===== src/logic/lbm_pkg.sv =====
/*
  constants and types shared by the backplane/segment level selector and its display memory.
  assumes a single 100 MHz display clock and synchronous inputs.
*/
package lbm_pkg;
  // ----------------------------------------------------------------
  // drive modes (code equals number of backplanes minus one)
  // ----------------------------------------------------------------
  localparam logic [1:0] MODE_STATIC = 2'h0; // one backplane
  localparam logic [1:0] MODE_MUX2   = 2'h1; // two backplanes
  localparam logic [1:0] MODE_MUX3   = 2'h2; // three backplanes
  localparam logic [1:0] MODE_MUX4   = 2'h3; // four backplanes

  // ----------------------------------------------------------------
  // output level codes; under half bias LVL_LO means the midpoint
  // ----------------------------------------------------------------
  localparam logic [1:0] LVL_GND  = 2'h0; // ground
  localparam logic [1:0] LVL_LO   = 2'h1; // one third, or one half
  localparam logic [1:0] LVL_HI   = 2'h2; // two thirds
  localparam logic [1:0] LVL_FULL = 2'h3; // full scale

  // ----------------------------------------------------------------
  // geometry and display data addresses
  // ----------------------------------------------------------------
  localparam int         NUM_BP    = 4;      // backplane outputs
  localparam int         NUM_SEG   = 36;     // segment outputs
  localparam int         ROW_BITS  = 40;     // five bytes per backplane row
  localparam int         ROW_BYTES = 5;      // bytes per row
  localparam logic [4:0] DD_FIRST  = 5'h04;  // first display data address
  localparam logic [4:0] DD_LAST   = 5'h17;  // last display data address

  // ----------------------------------------------------------------
  // timing: one backplane time slot
  // ----------------------------------------------------------------
  localparam int         CLK_PERIOD_NS = 10;
  localparam int         SLOT_TIME_NS  = 160;
  localparam int         SLOT_CYCLES   = (SLOT_TIME_NS + CLK_PERIOD_NS - 1) / CLK_PERIOD_NS;
  localparam logic [7:0] SLOT_LAST     = 8'(SLOT_CYCLES - 1);

  // ----------------------------------------------------------------
  // controller state
  // ----------------------------------------------------------------
  typedef enum logic [1:0] {
    ST_OFF = 2'b01, // display disabled, outputs at ground
    ST_RUN = 2'b10  // frames running
  } lbm_state_t;

  typedef struct packed {
    lbm_state_t  st;     // enable state
    logic [1:0]  mode;   // drive mode
    logic        half;   // half bias selected
    logic [7:0]  tick;   // cycle within slot
    logic [1:0]  slot;   // active backplane slot
    logic        pol;    // frame polarity
    logic        p_run;  // pipeline copies aligned with memory data
    logic [1:0]  p_mode;
    logic        p_half;
    logic [1:0]  p_slot;
    logic        p_pol;
    logic [7:0]  bp;     // four backplane level codes
    logic [71:0] seg;    // 36 segment level codes
  } lbm_regs_t;

  localparam lbm_regs_t REGS_RST = '{st: ST_OFF, mode: MODE_MUX4, p_mode: MODE_MUX4,
                                     default: '0};
endpackage : lbm_pkg


===== src/logic/lbm_dispmem.sv =====
/*
  display data memory: four rows of five bytes, byte write, whole-row registered read.
  assumes row and lane indices already checked by the caller.
*/
module lbm_dispmem
  import lbm_pkg::*;
(
  // clock and reset
  input  wire logic                clk,
  input  wire logic                rst_n,
  input  wire logic                clr,
  // byte write port
  input  wire logic                wr_en,
  input  wire logic [1:0]          wr_row,
  input  wire logic [2:0]          wr_lane,
  input  wire logic [7:0]          wr_data,
  // row read port
  input  wire logic [1:0]          rd_row,
  output logic      [ROW_BITS-1:0] rd_data
);
  // ----------------------------------------------------------------
  // storage
  // ----------------------------------------------------------------
  logic [ROW_BITS-1:0] mem_reg [NUM_BP]; // one row per backplane

  // write, clear and registered read
  always_ff @(posedge clk or negedge rst_n) begin
    if (!rst_n) begin
      for (int i = 0; i < NUM_BP; i++) begin
        mem_reg[i] <= '0;
      end
      rd_data <= '0;
    end else begin
      if (clr) begin
        for (int i = 0; i < NUM_BP; i++) begin
          mem_reg[i] <= '0;
        end
      end else if (wr_en) begin
        mem_reg[wr_row][wr_lane*8 +: 8] <= wr_data;
      end
      rd_data <= mem_reg[rd_row];
    end
  end
endmodule : lbm_dispmem


===== src/logic/lbm_selector.sv =====
/*
  level selector for a multiplexed segment display: picks a level code for four
  backplane and 36 segment outputs from drive mode, bias and display data.
  assumes an analog stage that turns level codes into voltages, a host that writes
  configuration and display bytes through synchronous strobes.
*/
module lbm_selector
  import lbm_pkg::*;
(
  // clock and reset
  input  wire logic        clk,
  input  wire logic        rstn,
  input  wire logic        sw_reset,
  // configuration command
  input  wire logic        cfg_wr,
  input  wire logic [1:0]  cfg_mode,
  input  wire logic        cfg_bias_half,
  input  wire logic        display_enable_bit,
  // display data write
  input  wire logic        dd_wr,
  input  wire logic [4:0]  dd_addr,
  input  wire logic [7:0]  dd_data,
  // level outputs
  output logic      [1:0]  backplane_out_0,
  output logic      [1:0]  backplane_out_1,
  output logic      [1:0]  backplane_out_2,
  output logic      [1:0]  backplane_out_3,
  output logic      [71:0] segment_out,
  // status
  output logic             bias_half_sel,
  output logic             drive_active
);
  // ----------------------------------------------------------------
  // helper functions
  // ----------------------------------------------------------------
  // logical backplane shown on physical output k
  function automatic logic [1:0] bp_map(input logic [1:0] mode, input logic [1:0] k);
    unique case (mode)
      MODE_STATIC: bp_map = 2'h0;
      MODE_MUX2:   bp_map = {1'b0, k[0]};
      MODE_MUX3:   bp_map = (k == 2'h3) ? 2'h1 : k;
      MODE_MUX4:   bp_map = k;
    endcase
  endfunction : bp_map

  // backplane level: full swing when selected, bias level otherwise
  function automatic logic [1:0] com_level(input logic sel, input logic pol,
                                           input logic half);
    if (sel) begin
      com_level = pol ? LVL_GND : LVL_FULL;
    end else if (half) begin
      com_level = LVL_LO;
    end else begin
      com_level = pol ? LVL_HI : LVL_LO;
    end
  endfunction : com_level

  // segment level: on opposes selected backplane, off tracks it
  function automatic logic [1:0] seg_level(input logic on, input logic pol,
                                           input logic two_lvl);
    if (on) begin
      seg_level = pol ? LVL_FULL : LVL_GND;
    end else if (two_lvl) begin
      seg_level = pol ? LVL_GND : LVL_FULL;
    end else begin
      seg_level = pol ? LVL_LO : LVL_HI;
    end
  endfunction : seg_level

  // ----------------------------------------------------------------
  // reset release
  // ----------------------------------------------------------------
  logic rst_s1; // first synchroniser stage
  logic rst_q;  // released reset used by the design

  // two-flop release of the asynchronous reset
  always_ff @(posedge clk or negedge rstn) begin
    if (!rstn) begin
      rst_s1 <= 1'b0;
      rst_q  <= 1'b0;
    end else begin
      rst_s1 <= 1'b1;
      rst_q  <= rst_s1;
    end
  end

  // ----------------------------------------------------------------
  // display memory
  // ----------------------------------------------------------------
  lbm_regs_t           r_reg;    // all state
  lbm_regs_t           r_next;   // next state
  logic [ROW_BITS-1:0] row_data; // row for the slot held in p_slot
  logic                dd_ok;    // address in display data range
  logic [4:0]          dd_off;   // offset from first data address
  logic [1:0]          dd_row;   // target backplane row
  logic [2:0]          dd_lane;  // target byte in row

  // split address into row and byte; out-of-range writes are dropped
  always_comb begin
    dd_ok   = (dd_addr >= DD_FIRST) && (dd_addr <= DD_LAST);
    dd_off  = dd_addr - DD_FIRST;
    dd_row  = 2'(dd_off / 5'(ROW_BYTES));
    dd_lane = 3'(dd_off % 5'(ROW_BYTES));
  end

  lbm_dispmem u_mem (
    .clk     (clk),
    .rst_n   (rst_q),
    .clr     (sw_reset),
    .wr_en   (dd_wr && dd_ok),
    .wr_row  (dd_row),
    .wr_lane (dd_lane),
    .wr_data (dd_data),
    .rd_row  (r_reg.slot),
    .rd_data (row_data)
  );

  // ----------------------------------------------------------------
  // next state
  // ----------------------------------------------------------------
  always_comb begin
    r_next = r_reg;
    // slot timer and frame polarity
    if (r_reg.st == ST_RUN) begin
      if (r_reg.tick == SLOT_LAST) begin
        r_next.tick = '0;
        if (r_reg.slot == r_reg.mode) begin
          r_next.slot = '0;
          r_next.pol  = ~r_reg.pol;
        end else begin
          r_next.slot = r_reg.slot + 2'h1;
        end
      end else begin
        r_next.tick = r_reg.tick + 8'h01;
      end
    end
    // configuration command; a mode change or start restarts the frame
    if (cfg_wr) begin
      r_next.mode = cfg_mode;
      r_next.half = cfg_bias_half;
      r_next.st   = display_enable_bit ? ST_RUN : ST_OFF;
      if (cfg_mode != r_reg.mode || r_reg.st == ST_OFF) begin
        r_next.tick = '0;
        r_next.slot = '0;
        r_next.pol  = 1'b0;
      end
    end
    // pipeline aligned with registered memory read
    r_next.p_run  = (r_reg.st == ST_RUN);
    r_next.p_mode = r_reg.mode;
    r_next.p_half = r_reg.half;
    r_next.p_slot = r_reg.slot;
    r_next.p_pol  = r_reg.pol;
    // output levels, ground while disabled
    for (int k = 0; k < NUM_BP; k++) begin
      r_next.bp[2*k +: 2] = r_reg.p_run ?
        com_level(bp_map(r_reg.p_mode, 2'(k)) == r_reg.p_slot, r_reg.p_pol,
                  r_reg.p_half || r_reg.p_mode == MODE_STATIC) : LVL_GND;
    end
    for (int j = 0; j < NUM_SEG; j++) begin
      r_next.seg[2*j +: 2] = r_reg.p_run ?
        seg_level(row_data[j], r_reg.p_pol,
                  r_reg.p_half || r_reg.p_mode == MODE_STATIC) : LVL_GND;
    end
    // software reset returns every field to its reset value
    if (sw_reset) begin
      r_next = REGS_RST;
    end
  end

  // state register
  always_ff @(posedge clk or negedge rst_q) begin
    if (!rst_q) begin
      r_reg <= REGS_RST;
    end else begin
      r_reg <= r_next;
    end
  end

  // ----------------------------------------------------------------
  // outputs
  // ----------------------------------------------------------------
  assign backplane_out_0 = r_reg.bp[1:0];
  assign backplane_out_1 = r_reg.bp[3:2];
  assign backplane_out_2 = r_reg.bp[5:4];
  assign backplane_out_3 = r_reg.bp[7:6];
  assign segment_out     = r_reg.seg;
  assign bias_half_sel   = r_reg.half;
  assign drive_active    = r_reg.p_run;
endmodule : lbm_selector


===== config.mk =====
export PLATFORM = sky130hd
export DESIGN_NAME = lbm_selector
export DESIGN_NICKNAME = d
export VERILOG_FILES = /design/src/logic/lbm_pkg.sv /design/src/logic/lbm_dispmem.sv /design/src/logic/lbm_selector.sv
export SDC_FILE = /design/constraint.sdc
export NUM_CORES = 1
export LEC_CHECK = 0
export ABC_CLOCK_PERIOD_IN_PS = 12300
export BUFFER_PORTS_ARGS = -buffer_cell sky130_fd_sc_hd__buf_2
export CORE_MARGIN = 2
export CORE_UTILIZATION = 35
export CTS_BUF_LIST = sky130_fd_sc_hd__clkbuf_8
export CTS_CLUSTER_SIZE = 10
export DETAILED_ROUTE_END_ITERATION = 10
export HOLD_SLACK_MARGIN = 0.12
export PLACE_DENSITY_LB_ADDON = 0.2
export SLEW_MARGIN = 40
export SYNTH_ARGS = -nofsm -noshare
export SYNTH_HDL_FRONTEND = slang
export SYNTH_SLANG_ARGS = --single-unit

===== constraint.sdc =====
create_clock -name clk -period 12.3 [get_ports clk]
set_input_delay 1.845 -clock clk [delete_from_list [all_inputs] [get_ports clk]]
set_output_delay 1.845 -clock clk [all_outputs]
set_load 0.02 [all_outputs]

==> results of run 1 <==
==> per-stage QoR <==
step           instance area (sq um)  util [%]
6_report                       14600      39.1
5_1_grt                        14600      39.1
4_1_cts                        14500      39.0
3_5_place_dp                   13600      36.4
3_3_place_gp                   13500      36.2
2_1_floorplan                  13200         -
==> cell usage after synthesis (6+ instances only) <==
master      n  share of area [%]
clkbuf_1   41                1.2
nor2_1    175                5.0
dfrtp_1   280                 53
a32o_1      9               0.68
nor3_1     16               0.61
o21ai_0    17               0.65
buf_2      11               0.42
xor2_1     44                2.9
mux2i_1    52                4.0
buf_1      17               0.48
nor4_1      9               0.43
mux4_2     36                6.2
nand3_1    13               0.49
xnor2_1     9               0.60
ha_1        9               0.86
a21oi_1    56                2.1
a22o_1     84                5.6
and2_1      6               0.29
nand2_1    71                2.0
nor2b_1    18               0.86
inv_1      10               0.29
buf_4      81                4.6
a211oi_1    7               0.40
==> worst max-delay path by stage <==
| stage | from | to | slack (ps) | cells after the start |
|---|---|---|---|---|
| global route | dd_addr[2] | u_mem.mem_reg[47]$_DFFE_PN0P_ | 5030 | 17 |
| global placement | dd_addr[2] | u_mem.mem_reg[43]$_DFFE_PN0P_ | 5180 | 17 |
| CTS | dd_addr[2] | u_mem.mem_reg[45]$_DFFE_PN0P_ | 5570 | 17 |
| floorplan | rst_q$_DFF_PN0_ | backplane_out_0[0]$_DFF_PN0_ | 3780 | 0 |
| finish | dd_addr[2] | u_mem.mem_reg[45]$_DFFE_PN0P_ | 5470 | 17 |
| detailed placement | dd_addr[2] | u_mem.mem_reg[45]$_DFFE_PN0P_ | 4960 | 17 |
==> final cells by class <==
class                           count  area (sq um)
Clock buffer                       61           840
Tap cell                          474           593
Fill cell                        3595         22700
Inverter                           11          41.3
Timing Repair Buffer              116           649
Clock inverter                     23           130
Sequential cell                   285          7150
Multi-Input combinational cell    707          5170
==> power breakdown <==
group | switching [W] | internal [W] | leakage [nW] | total [W]
clock network | 0.000375 | 0.000465 | 0.554 | 0.000841
logic | 0.000122 | 0.0000418 | 2.86 | 0.000163
registers | 0.00000532 | 0.000945 | 3.95 | 0.000950
total | 0.000502 | 0.00145 | 7.37 | 0.00195
==> worst max-delay path, delay by kind of cell <==
family | cells | cell delay [ps]
AND/OR/NAND/NOR | 5 | 1320
buffers and inverters | 3 | 890
AO/OA/AOI/OAI | 5 | 1570
multiplexers | 1 | 250
adder cells (fa/ha/maj) | 3 | 1340
==> layer usage <==
metal,vias up,share of wire (%),track usage [%]
li1,4021,-,-
met2,218,44,23.4
met1,4280,49,24.6
met4,2,1.9,4.65
met3,53,4.6,2.69
met5,-,0.042,0
==> cell families (layout without fill, tap and decap cells) <==
kind of cell,count (synthesis),after routing
simple gates,344,344
other cells,1,1
mux,88,88
xor+xnor,53,53
buf+inv,161,211
flops,285,285
compound gates,212,212
fa+ha+maj,9,9
==> results_tabular.tex, run 1 <==
\begin{tabular}{lr}
\hline
Metric & Value \\
\hline
\multicolumn{2}{l}{\textbf{CTS}} \\
\quad CTS tree & built \\
\quad Number of buffers on the longest clock path & 3 \\
\quad Total number of clock tree sinks & around 290 \\
\quad Root Driver & clkbuf\_8 \\
\quad Setup bufs post-CTS & 0 \\
\quad Number of H-tree levels & 2 \\
\quad Cts bufs inserted & 47 \\
\quad Clock Latency Late Sink & roughly 570 ps \\
\quad \# resized after CTS & 0 \\
\quad Hold bufs inserted after CTS & 0 \\
\quad Register clock-pin slew on the reported worst setup and hold paths & 60 ps \\
\multicolumn{2}{l}{\textbf{Global route}} \\
\quad Initial antenna violation count & 1 \\
\quad Global-route wire length before repair & between 40 and 50 mm \\
\quad Total routing resource utilization after global routing & 16.1\% \\
\quad GR Overflow Total & 0 \\
\quad Maximum number of pins on one net before global-route repair & 82 \\
\quad Via count of the first global-routing pass & 8528 \\
\multicolumn{2}{l}{\textbf{Setup path}} \\
\quad Critical setup path kind & primary input to register \\
\quad Cell-by-cell trace of the critical path & buf\_2 -> clkinv\_1 -> ha\_1 -> a21oi\_1 -> a211o\_1 -> o2111ai\_2 -> nand2b\_2 -> inv\_1 -> a21oi\_1 -> ha\_1 -> ha\_1 -> nor2\_1 -> nand2\_1 -> a2111o\_1 -> nor4\_4 -> nand3b\_1 -> mux2i\_1 \\
\quad Type of element capturing the critical path & register \\
\quad Delay of the slowest cell on the worst path & between 900 and 1000 ps \\
\quad Critical path arrival & 7250 ps \\
\quad Crit start category & primary input \\
\quad Required time reported for the critical path endpoint & between 10000 and 15000 ps \\
\quad CP Max Fanout & 29 \\
\quad Library cell contributing the largest single delay on the critical path & ha\_1 \\
\quad Startpoint of the worst-slack reg-to-reg timing path & r\_reg[88]\$\_DFF\_PN0\_ \\
\quad Destination of the worst register-to-register timing path & u\_mem.rd\_data[21]\$\_DFF\_PN0\_ \\
\quad Number of cell instances on the worst register-to-register path & 2 \\
\quad Cell repeated most along the worst path & ha\_1 \\
\quad Register-to-Register Setup Slack & 10290 ps \\
\multicolumn{2}{l}{\textbf{Power and ir drop}} \\
\quad Static leakage & approximately 7.4 nW \\
\quad Power density cells & roughly 130 nW/um\^{}2 \\
\quad Overall power & 0.00195 W \\
\quad IR Drop Worst-Case VDD & $\sim$0.000053 V \\
\multicolumn{2}{l}{\textbf{Run}} \\
\quad Number of max-cap violations & 0 \\
\multicolumn{2}{l}{\textbf{Yosys}} \\
\quad Count of yosys warnings during synthesis & 0 \\
\quad Combinational family with the most area after synthesis & simple AND/OR/NAND/NOR gates \\
\quad Cell area after technology mapping & 13200 sq um \\
\quad Flip-flop and latch count after synthesis & 285 \\
\quad Post-synth ARST share & 100\% \\
\quad Average size of a mapped cell & 11.4 sq um \\
\quad EDFF count, synth & 0 \\
\quad Number of unique standard cell types used by synthesis & 65 \\
\quad Synth Area in Simple Gates & 12.2\% \\
\quad Portion of netlist area occupied by mux cells & between 10\% and 20\% \\
\quad Adder and majority gate portion of the synthesized area & less than 1\% \\
\quad Top\_reg\_cell synth & dfrtp\_1 \\
\quad Area fraction in compound gates after synthesis & between 10\% and 20\% \\
\quad Cell count after synthesis & between 1000 and 1500 \\
\quad Portion of the post-synthesis area used by sequential elements & 54.2\% \\
\quad Share of the synthesized netlist area taken by xor and xnor gates & under 10\% \\
\quad Net count after synthesis & roughly 1200 \\
\multicolumn{2}{l}{\textbf{Cells and area}} \\
\quad Leading cell types in the layout, fill and taps excluded & 277 x dfrtp\_1, 175 x nor2\_1, 102 x buf\_2 \\
\quad Final std cells w/o fill & 1677 \\
\quad Max FFs per register & between 100 and 150 \\
\quad Share of cells above drive strength 1 & a little over a fifth \\
\quad P\&R area growth vs syn & 10.7\% \\
\quad Leading cell type in the layout, fill and taps excluded & dfrtp\_1 \\
\quad ANT cells & 0 \\
\quad Number of nets in the finished design & $\sim$1200 \\
\multicolumn{2}{l}{\textbf{Routing}} \\
\quad Final wirelength & $\sim$30 mm \\
\quad DRC violations left & 0 \\
\quad First drt pass iteration count & 5 \\
\quad Via count of the routed design & between 8000 and 9000 \\
\quad Number of DRC markers in iteration 0 & $\sim$660 \\
\quad Vias per inst & around 5 \\
\quad Wire per inst & between 15 and 20 um \\
\quad Post-detailed-route count of antenna-violating nets & 0 \\
\multicolumn{2}{l}{\textbf{Timing}} \\
\quad Setup Viol. Count Final & 0 \\
\quad RSZ-0062 raised after global routing & false \\
\quad Slew Limit Headroom & about 45\% \\
\quad Highest achievable clock rate & between 100 and 150 MHz \\
\quad Least setup slack across all paths after layout & approximately 5500 ps \\
\quad Count of endpoints failing hold in the final timing report & 0 \\
\quad Final Max Slew Viols & 0 \\
\quad Final Cycle Share & a little under three fifths \\
\quad Worst hold slack across all endpoints & between 200 and 250 ps \\
\quad Tmin final & between 6000 and 7000 ps \\
\quad Worst clock skew & roughly 20 ps \\
\quad Worst Max-Slew Pin Slew & approximately 830 ps \\
\quad Accumulated negative setup slack & 0 ps \\
\multicolumn{2}{l}{\textbf{Floorplan}} \\
\quad Width of the die & slightly below 200 um \\
\quad Core footprint & $\sim$37000 sq um \\
\quad Number of primary I/O pins & $\sim$100 \\
\quad Num rows & roughly 70 \\
\quad Starting Density & a little over a third \\
\quad Area enclosed by the die boundary & between 30000 and 40000 sq um \\
\quad Die Y-Extent & 198 um \\
\multicolumn{2}{l}{\textbf{Placement}} \\
\quad Cell count after placement & $\sim$1600 \\
\quad DP HPWL & 20.1 mm \\
\quad RePlAce Congestion & approximately 0.85 \\
\quad Dpl ws & about 5000 ps \\
\quad Total of buffers placed on input and output ports & between 100 and 150 \\
\multicolumn{2}{l}{\textbf{Status}} \\
\quad Result of the run & complete, no violations \\
\multicolumn{2}{l}{\textbf{Hold path}} \\
\quad HP Class & register to asynchronous set/reset pin \\
\hline
\end{tabular}
Power figures use the tool's default switching activity.
==> run 2, diff against run 1 <==
ABC_CLOCK_PERIOD_IN_PS = 6800   (was 12300)
clock period = 6.8 ns   (was 12.3 ns; I/O delays follow)
==> run 2 against run 1 <==
Net effect:
- die area did not move
- critical path depth fell by 1
- total power rose by 80%
- global-route usage fell by 0.18 points
- register-to-register slack got worse by 5300 ps
- clock skew fell by 2.0 ps
- worst setup slack got worse by 4400 ps
- wire length fell by 0.36%
- cell area rose by 0.56%
- core utilization rose by 0.22 points
- count of clock-buffer cells in the layout rose by 2
- clock power rose by 78%
==> results_tabular.tex, run 2 (synthesis gave the netlist of run 1 again) <==
\begin{tabular}{lr}
\hline
Metric & Value \\
\hline
\multicolumn{2}{l}{\textbf{Placement}} \\
\quad RePlAce Congestion & 0.870 \\
\quad Total of buffers placed on input and output ports & 103 \\
\quad DP HPWL & 20.2 mm \\
\quad Cell count after placement & approximately 1600 \\
\multicolumn{2}{l}{\textbf{Timing}} \\
\quad Final Cycle Share & 84.8\% \\
\quad Worst Max-Slew Pin Slew & 833 ps \\
\quad Highest achievable clock rate & $\sim$170 MHz \\
\quad Count of endpoints failing hold in the final timing report & 0 \\
\quad RSZ-0062 raised after global routing & false \\
\quad Worst clock skew & $\sim$19 ps \\
\quad Slew Limit Headroom & between 40 and 50\% \\
\quad Accumulated negative setup slack & 0 ps \\
\quad Final Max Slew Viols & 0 \\
\quad Tmin final & between 5000 and 6000 ps \\
\quad Setup Viol. Count Final & 0 \\
\multicolumn{2}{l}{\textbf{CTS}} \\
\quad Setup bufs post-CTS & 0 \\
\quad Cts bufs inserted & 48 \\
\quad \# resized after CTS & 0 \\
\quad Total number of clock tree sinks & approximately 290 \\
\quad Clock Latency Late Sink & about 570 ps \\
\quad Root Driver & clkbuf\_8 \\
\quad Register clock-pin slew on the reported worst setup and hold paths & around 60 ps \\
\quad Number of buffers on the longest clock path & 3 \\
\quad Hold bufs inserted after CTS & 0 \\
\quad Number of H-tree levels & 2 \\
\quad CTS tree & built \\
\multicolumn{2}{l}{\textbf{Global route}} \\
\quad Met1 track utilization from global routing & 23.3\% \\
\quad Total routing resource utilization after global routing & between 10\% and 20\% \\
\quad Initial antenna violation count & 1 \\
\quad Busiest grt layer & met2 \\
\quad GR Overflow Total & 0 \\
\quad Via count of the first global-routing pass & $\sim$8600 \\
\quad Met3 demand-to-capacity share in global routing & between 2 and 3\% \\
\quad Global-route met2 utilization & between 20\% and 30\% \\
\quad Global-route wire length before repair & 49.2 mm \\
\quad Maximum number of pins on one net before global-route repair & roughly 130 \\
\multicolumn{2}{l}{\textbf{Floorplan}} \\
\quad Core footprint & about 37000 sq um \\
\quad Num rows & about 70 \\
\quad Die Y-Extent & 198 um \\
\quad Area enclosed by the die boundary & around 40000 sq um \\
\quad Number of primary I/O pins & approximately 100 \\
\quad Width of the die & just under 200 um \\
\quad Starting Density & 35.3\% \\
\multicolumn{2}{l}{\textbf{Cells and area}} \\
\quad ANT cells & 0 \\
\quad Number of nets in the finished design & between 1000 and 1500 \\
\quad Leading cell types in the layout, fill and taps excluded & 277 x dfrtp\_1, 175 x nor2\_1, 104 x buf\_2 \\
\quad Share of cells above drive strength 1 & between 20\% and 30\% \\
\quad Max FFs per register & approximately 140 \\
\quad Leading cell type in the layout, fill and taps excluded & dfrtp\_1 \\
\quad P\&R area growth vs syn & 11.3\% \\
\quad Filler cell count & 3580 \\
\quad Final std cells w/o fill & roughly 1700 \\
\quad Post-Route Utilization & 39.3\% \\
\multicolumn{2}{l}{\textbf{Power and ir drop}} \\
\quad Combinational share of power & 8.4\% \\
\quad Power density cells & 240 nW/um\^{}2 \\
\quad Overall power & between 0.003 and 0.004 W \\
\quad Fraction of power spent switching nets & between 20\% and 30\% \\
\quad Internal Pwr Total & roughly 0.0026 W \\
\quad Net switching component of the power & between 0.0009 and 0.001 W \\
\quad Static leakage & between 7 and 8 nW \\
\quad IR Drop Worst-Case VDD & 0.000117 V \\
\quad Relative contribution of sequential cells to total power & 48.9\% \\
\quad Clock network fraction of design power & a little over two fifths \\
\multicolumn{2}{l}{\textbf{Status}} \\
\quad Result of the run & complete, no violations \\
\multicolumn{2}{l}{\textbf{Routing}} \\
\quad First drt pass iteration count & 5 \\
\quad Post-detailed-route count of antenna-violating nets & 0 \\
\quad Vias per inst & between 5 and 6 \\
\quad Via count of the routed design & between 8000 and 9000 \\
\quad Number of DRC markers in iteration 0 & between 600 and 700 \\
\quad DRC violations left & 0 \\
\quad Wire per inst & between 15 and 20 um \\
\quad Final wirelength & about 31 mm \\
\multicolumn{2}{l}{\textbf{Setup path}} \\
\quad Required time reported for the critical path endpoint & 7300 ps \\
\quad Delay of the slowest cell on the worst path & around 900 ps \\
\quad Cell-by-cell trace of the critical path & buf\_2 -> clkinv\_1 -> ha\_1 -> a21oi\_1 -> a211o\_1 -> o2111ai\_2 -> buf\_4 -> and2\_1 -> a21oi\_1 -> ha\_1 -> ha\_1 -> nor2\_1 -> nand3\_1 -> nor3b\_2 -> nor3b\_1 -> a22o\_1 \\
\quad Critical setup path kind & primary input to register \\
\quad Crit start category & primary input \\
\quad CP delay by family, top & simple AND/OR/NAND/NOR gates \\
\quad Cell repeated most along the worst path & ha\_1 \\
\quad Type of element capturing the critical path & register \\
\quad CP Max Fanout & 29 \\
\quad Sum of buffers and inverters on the critical path & 3 \\
\quad Library cell contributing the largest single delay on the critical path & ha\_1 \\
\quad Critical path arrival & around 6300 ps \\
\multicolumn{2}{l}{\textbf{Run}} \\
\quad Number of max-cap violations & 0 \\
\multicolumn{2}{l}{\textbf{Hold path}} \\
\quad HP Class & primary input to asynchronous set/reset pin \\
\hline
\end{tabular}
-- run 2: changes by cell type in the layout (fill, tap and decap cells not counted), sizes merged --
cell and change:
clkinv -3, bufinv -1, clkbuf +1, buf +13, clkinvlp -1, inv +3
-- run 2: power by group through the flow --
stage                     combinational [W]  sequential [W]  clock (W)
after CTS                          0.000297         0.00172    0.00155
after detailed placement           0.000295         0.00175          0
after floorplan                    0.000185         0.00177          0
after global placement             0.000284         0.00175          0
final                              0.000297         0.00172    0.00150
after global routing               0.000330         0.00172    0.00163
-- run 2: per-stage QoR --
| step | setup slack [ps] | cell area, sq um | hold slack (ps) |
|---|---|---|---|
| 3_3_place_gp | 711 | 13600 | 341 |
| 5_1_grt | 679 | 14700 | 195 |
| 6_report | 1030 | 14700 | 237 |
| 2_1_floorplan | 1850 | 13200 | 331 |
| 4_1_cts | 1170 | 14600 | 193 |
| 3_5_place_dp | 567 | 13600 | 289 |
-- run 2: path summary, 6_finish.rpt --
| path | startpoint | endpoint | slack, ps | depth (start not counted) |
|---|---|---|---|---|
| worst max-delay path | dd_addr[2] | u_mem.mem_reg[16]$_DFFE_PN0P_ | 1030 | 16 |
| worst min-delay path | rstn | rst_s1$_DFF_PN0_ | 240 | 1 |
| worst max register to register | r_reg[80]$_DFF_PN0_ | segment_out[50]$_DFF_PN0_ | 4970 | 5 |
| worst min register to register | rst_q$_DFF_PN0_ | segment_out[47]$_DFF_PN0_ | 270 | 0 |
| max in group asynchronous | rst_q$_DFF_PN0_ | r_reg[88]$_DFF_PN0_ | 5270 | 2 |
| min in group clk | rst_s1$_DFF_PN0_ | rst_q$_DFF_PN0_ | 350 | 0 |
-- run 2: area by class of cell --
type                    count  area, sq um  area share [%]
flip-flops and latches    285         7150            48.8
multi-input cells         707         5140            35.1
clock buffers              63          867            5.92
repair buffers            128          783            5.35
well taps                 474          593            4.05
clock inverters            21         85.1           0.581
inverters                  11         41.3           0.282
-- run 2: routing by layer --
| layer | vias to the layer above | part of all wire [%] |
|---|---|---|
| li1 | 4034 | - |
| met1 | 4286 | 48 |
| met2 | 216 | 45 |
| met3 | 58 | 4.8 |
| met4 | 2 | 2.0 |
| met5 | - | 0.036 |
==> run 3, diff against run 2 <==
ABC_CLOCK_PERIOD_IN_PS = 4800   (was 6800)
clock period = 4.8 ns   (was 6.8 ns; I/O delays follow)
==> run 3 against run 2 <==
Net effect:
- core utilization is 0.53 points higher
- register-to-register slack lost 2200 ps
- die area unchanged
- combinational power grew 50%
- flip-flop and latch count did not move
- total power increased by 45%
- via count rose by 0.77%
- non-clock buffer count up 26
- clock skew increased by 4.2 ps
- largest cell class unchanged
- highest routed layer unchanged
==> results_tabular.tex, run 3 (synthesis gave the netlist of run 1 again) <==
\begin{tabular}{lr}
\hline
Metric & Value \\
\hline
\multicolumn{2}{l}{\textbf{Status}} \\
\quad Result of the run & complete, no violations \\
\multicolumn{2}{l}{\textbf{Setup path}} \\
\quad Type of element capturing the critical path & register \\
\quad Register-to-Register Setup Slack & approximately 2800 ps \\
\quad Destination of the worst register-to-register timing path & u\_mem.rd\_data[22]\$\_DFF\_PN0\_ \\
\quad Critical path arrival & about 4500 ps \\
\quad Cell repeated most along the worst path & ha\_1 \\
\quad Number of cell instances on the worst register-to-register path & 2 \\
\quad CP delay by family, top & simple AND/OR/NAND/NOR gates \\
\quad Startpoint of the worst-slack reg-to-reg timing path & r\_reg[88]\$\_DFF\_PN0\_ \\
\quad Delay of the slowest cell on the worst path & 610 ps \\
\quad Crit start category & primary input \\
\quad Critical setup path kind & primary input to register \\
\quad Library cell contributing the largest single delay on the critical path & ha\_1 \\
\quad Cell-by-cell trace of the critical path & buf\_2 -> inv\_1 -> ha\_1 -> nor2\_1 -> a211o\_1 -> o2111ai\_2 -> nand2b\_2 -> inv\_1 -> a21oi\_1 -> ha\_1 -> ha\_1 -> nor2\_1 -> nand2\_1 -> a2111o\_1 -> nor4\_4 -> and2\_1 -> mux2i\_1 \\
\quad Sum of buffers and inverters on the critical path & 3 \\
\quad CP Max Fanout & 20 \\
\quad Required time reported for the critical path endpoint & around 5300 ps \\
\multicolumn{2}{l}{\textbf{Cells and area}} \\
\quad Final instance area & 14900 sq um \\
\quad Share of cells above drive strength 1 & between 20\% and 30\% \\
\quad Post-Route Utilization & between 30\% and 40\% \\
\quad P\&R area growth vs syn & 12.8\% \\
\quad Number of nets in the finished design & around 1200 \\
\quad Leading cell type in the layout, fill and taps excluded & dfrtp\_1 \\
\quad Register area & 7150 sq um \\
\quad Leading cell types in the layout, fill and taps excluded & 277 x dfrtp\_1, 175 x nor2\_1, 102 x buf\_2 \\
\quad ANT cells & 0 \\
\quad Area used by multi-input combinational logic & approximately 5100 sq um \\
\quad Max FFs per register & between 100 and 150 \\
\quad Final std cells w/o fill & roughly 1700 \\
\quad Filler cell count & 3563 \\
\multicolumn{2}{l}{\textbf{Placement}} \\
\quad Total cell area at the placement stage & $\sim$14000 sq um \\
\quad RePlAce Congestion & 0.869 \\
\quad Total of buffers placed on input and output ports & between 100 and 150 \\
\quad DP HPWL & $\sim$20 mm \\
\quad Cell count after placement & approximately 1600 \\
\multicolumn{2}{l}{\textbf{CTS}} \\
\quad Setup bufs post-CTS & 0 \\
\quad Register clock-pin slew on the reported worst setup and hold paths & approximately 70 ps \\
\quad Number of H-tree levels & 2 \\
\quad Cts bufs inserted & between 40 and 50 \\
\quad CTS tree & built \\
\quad Number of buffers on the longest clock path & 3 \\
\quad Root Driver & clkbuf\_8 \\
\quad Clock Latency Late Sink & 570 ps \\
\quad Total number of clock tree sinks & approximately 290 \\
\multicolumn{2}{l}{\textbf{Global route}} \\
\quad Maximum number of pins on one net before global-route repair & between 100 and 150 \\
\quad Global-route wire length before repair & approximately 49 mm \\
\quad GR Overflow Total & 0 \\
\quad Initial antenna violation count & 1 \\
\quad Total routing resource utilization after global routing & between 15 and 20\% \\
\quad Via count of the first global-routing pass & $\sim$8600 \\
\multicolumn{2}{l}{\textbf{Routing}} \\
\quad DRC violations left & 0 \\
\quad Post-detailed-route count of antenna-violating nets & 0 \\
\quad Number of DRC markers in iteration 0 & roughly 480 \\
\quad Wire per inst & roughly 18 um \\
\quad First drt pass iteration count & 4 \\
\quad Vias per inst & $\sim$5.0 \\
\quad Via count of the routed design & slightly below 9000 \\
\quad Final wirelength & a little over 30 mm \\
\multicolumn{2}{l}{\textbf{Power and ir drop}} \\
\quad IR Drop Worst-Case VDD & $\sim$0.00019 V \\
\quad Power density cells & $\sim$340 nW/um\^{}2 \\
\quad Static leakage & around 7.6 nW \\
\multicolumn{2}{l}{\textbf{Run}} \\
\quad Number of max-cap violations & 0 \\
\multicolumn{2}{l}{\textbf{Floorplan}} \\
\quad Core footprint & about 37000 sq um \\
\quad Width of the die & just under 200 um \\
\quad Area enclosed by the die boundary & between 30000 and 40000 sq um \\
\quad Number of primary I/O pins & around 100 \\
\quad Num rows & just over 70 \\
\quad Die Y-Extent & about 200 um \\
\quad Starting Density & 35.3\% \\
\multicolumn{2}{l}{\textbf{Timing}} \\
\quad Final Cycle Share & between 80\% and 90\% \\
\quad Worst clock skew & 22.8 ps \\
\quad RSZ-0062 raised after global routing & false \\
\quad Tmin final & around 4000 ps \\
\quad Accumulated negative setup slack & 0 ps \\
\quad Final Max Slew Viols & 0 \\
\quad Slew Limit Headroom & 42.2\% \\
\quad Highest achievable clock rate & around 250 MHz \\
\quad Worst Max-Slew Pin Slew & between 800 and 900 ps \\
\quad Setup Viol. Count Final & 0 \\
\quad Count of endpoints failing hold in the final timing report & 0 \\
\multicolumn{2}{l}{\textbf{Hold path}} \\
\quad HP Class & register to asynchronous set/reset pin \\
\hline
\end{tabular}
## run 3: area by class of cell
class | count | share of cell area [%]
Clock inverter | 25 | 0.952
Clock buffer | 63 | 5.84
Inverter | 11 | 0.278
Multi-Input combinational cell | 707 | 34.5
Tap cell | 474 | 3.99
Timing Repair Buffer | 154 | 6.34
Sequential cell | 285 | 48.1
## run 3: report_power, final
| group | switching [W] | internal [W] | total, W |
|---|---|---|---|
| sequential | 0.0000175 | 0.00242 | 0.00244 |
| clock | 0.000979 | 0.00123 | 0.00221 |
| combinational | 0.000308 | 0.000137 | 0.000445 |
## run 3: timing repair
| item | CTS | global route |
|---|---|---|
| resized for setup | 0 | 0 |
| hold endpoints to repair | 2 | 0 |
| hold buffers | 1 | 0 |
## run 3: layer usage
layer,wire length [um],global-route usage (%)
met1,15100,23.9
met2,13600,23.7
met3,1180,2.45
met4,554,4.43
met5,11,0
## run 3: worst max-delay path by stage
stage,from,to,depth (start not counted)
after detailed placement,dd_addr[3],u_mem.mem_reg[124]$_DFFE_PN0P_,17
final,dd_addr[3],u_mem.mem_reg[124]$_DFFE_PN0P_,17
after floorplan,rst_q$_DFF_PN0_,backplane_out_0[0]$_DFF_PN0_,0
after CTS,dd_addr[3],u_mem.mem_reg[124]$_DFFE_PN0P_,17
after global routing,dd_addr[3],u_mem.mem_reg[124]$_DFFE_PN0P_,17
after global placement,dd_addr[3],u_mem.mem_reg[125]$_DFFE_PN0P_,17
## run 3: per-stage QoR
| step | power [W] | hold slack [ps] | setup slack [ps] |
|---|---|---|---|
| after floorplan | 0.00277 | 331 | 136 |
| after global placement | 0.00292 | 347 | 249 |
| after detailed placement | 0.00292 | 346 | 231 |
| after CTS | 0.00516 | 371 | 828 |
| after global routing | 0.00533 | 374 | 499 |
| final | 0.00509 | 348 | 787 |
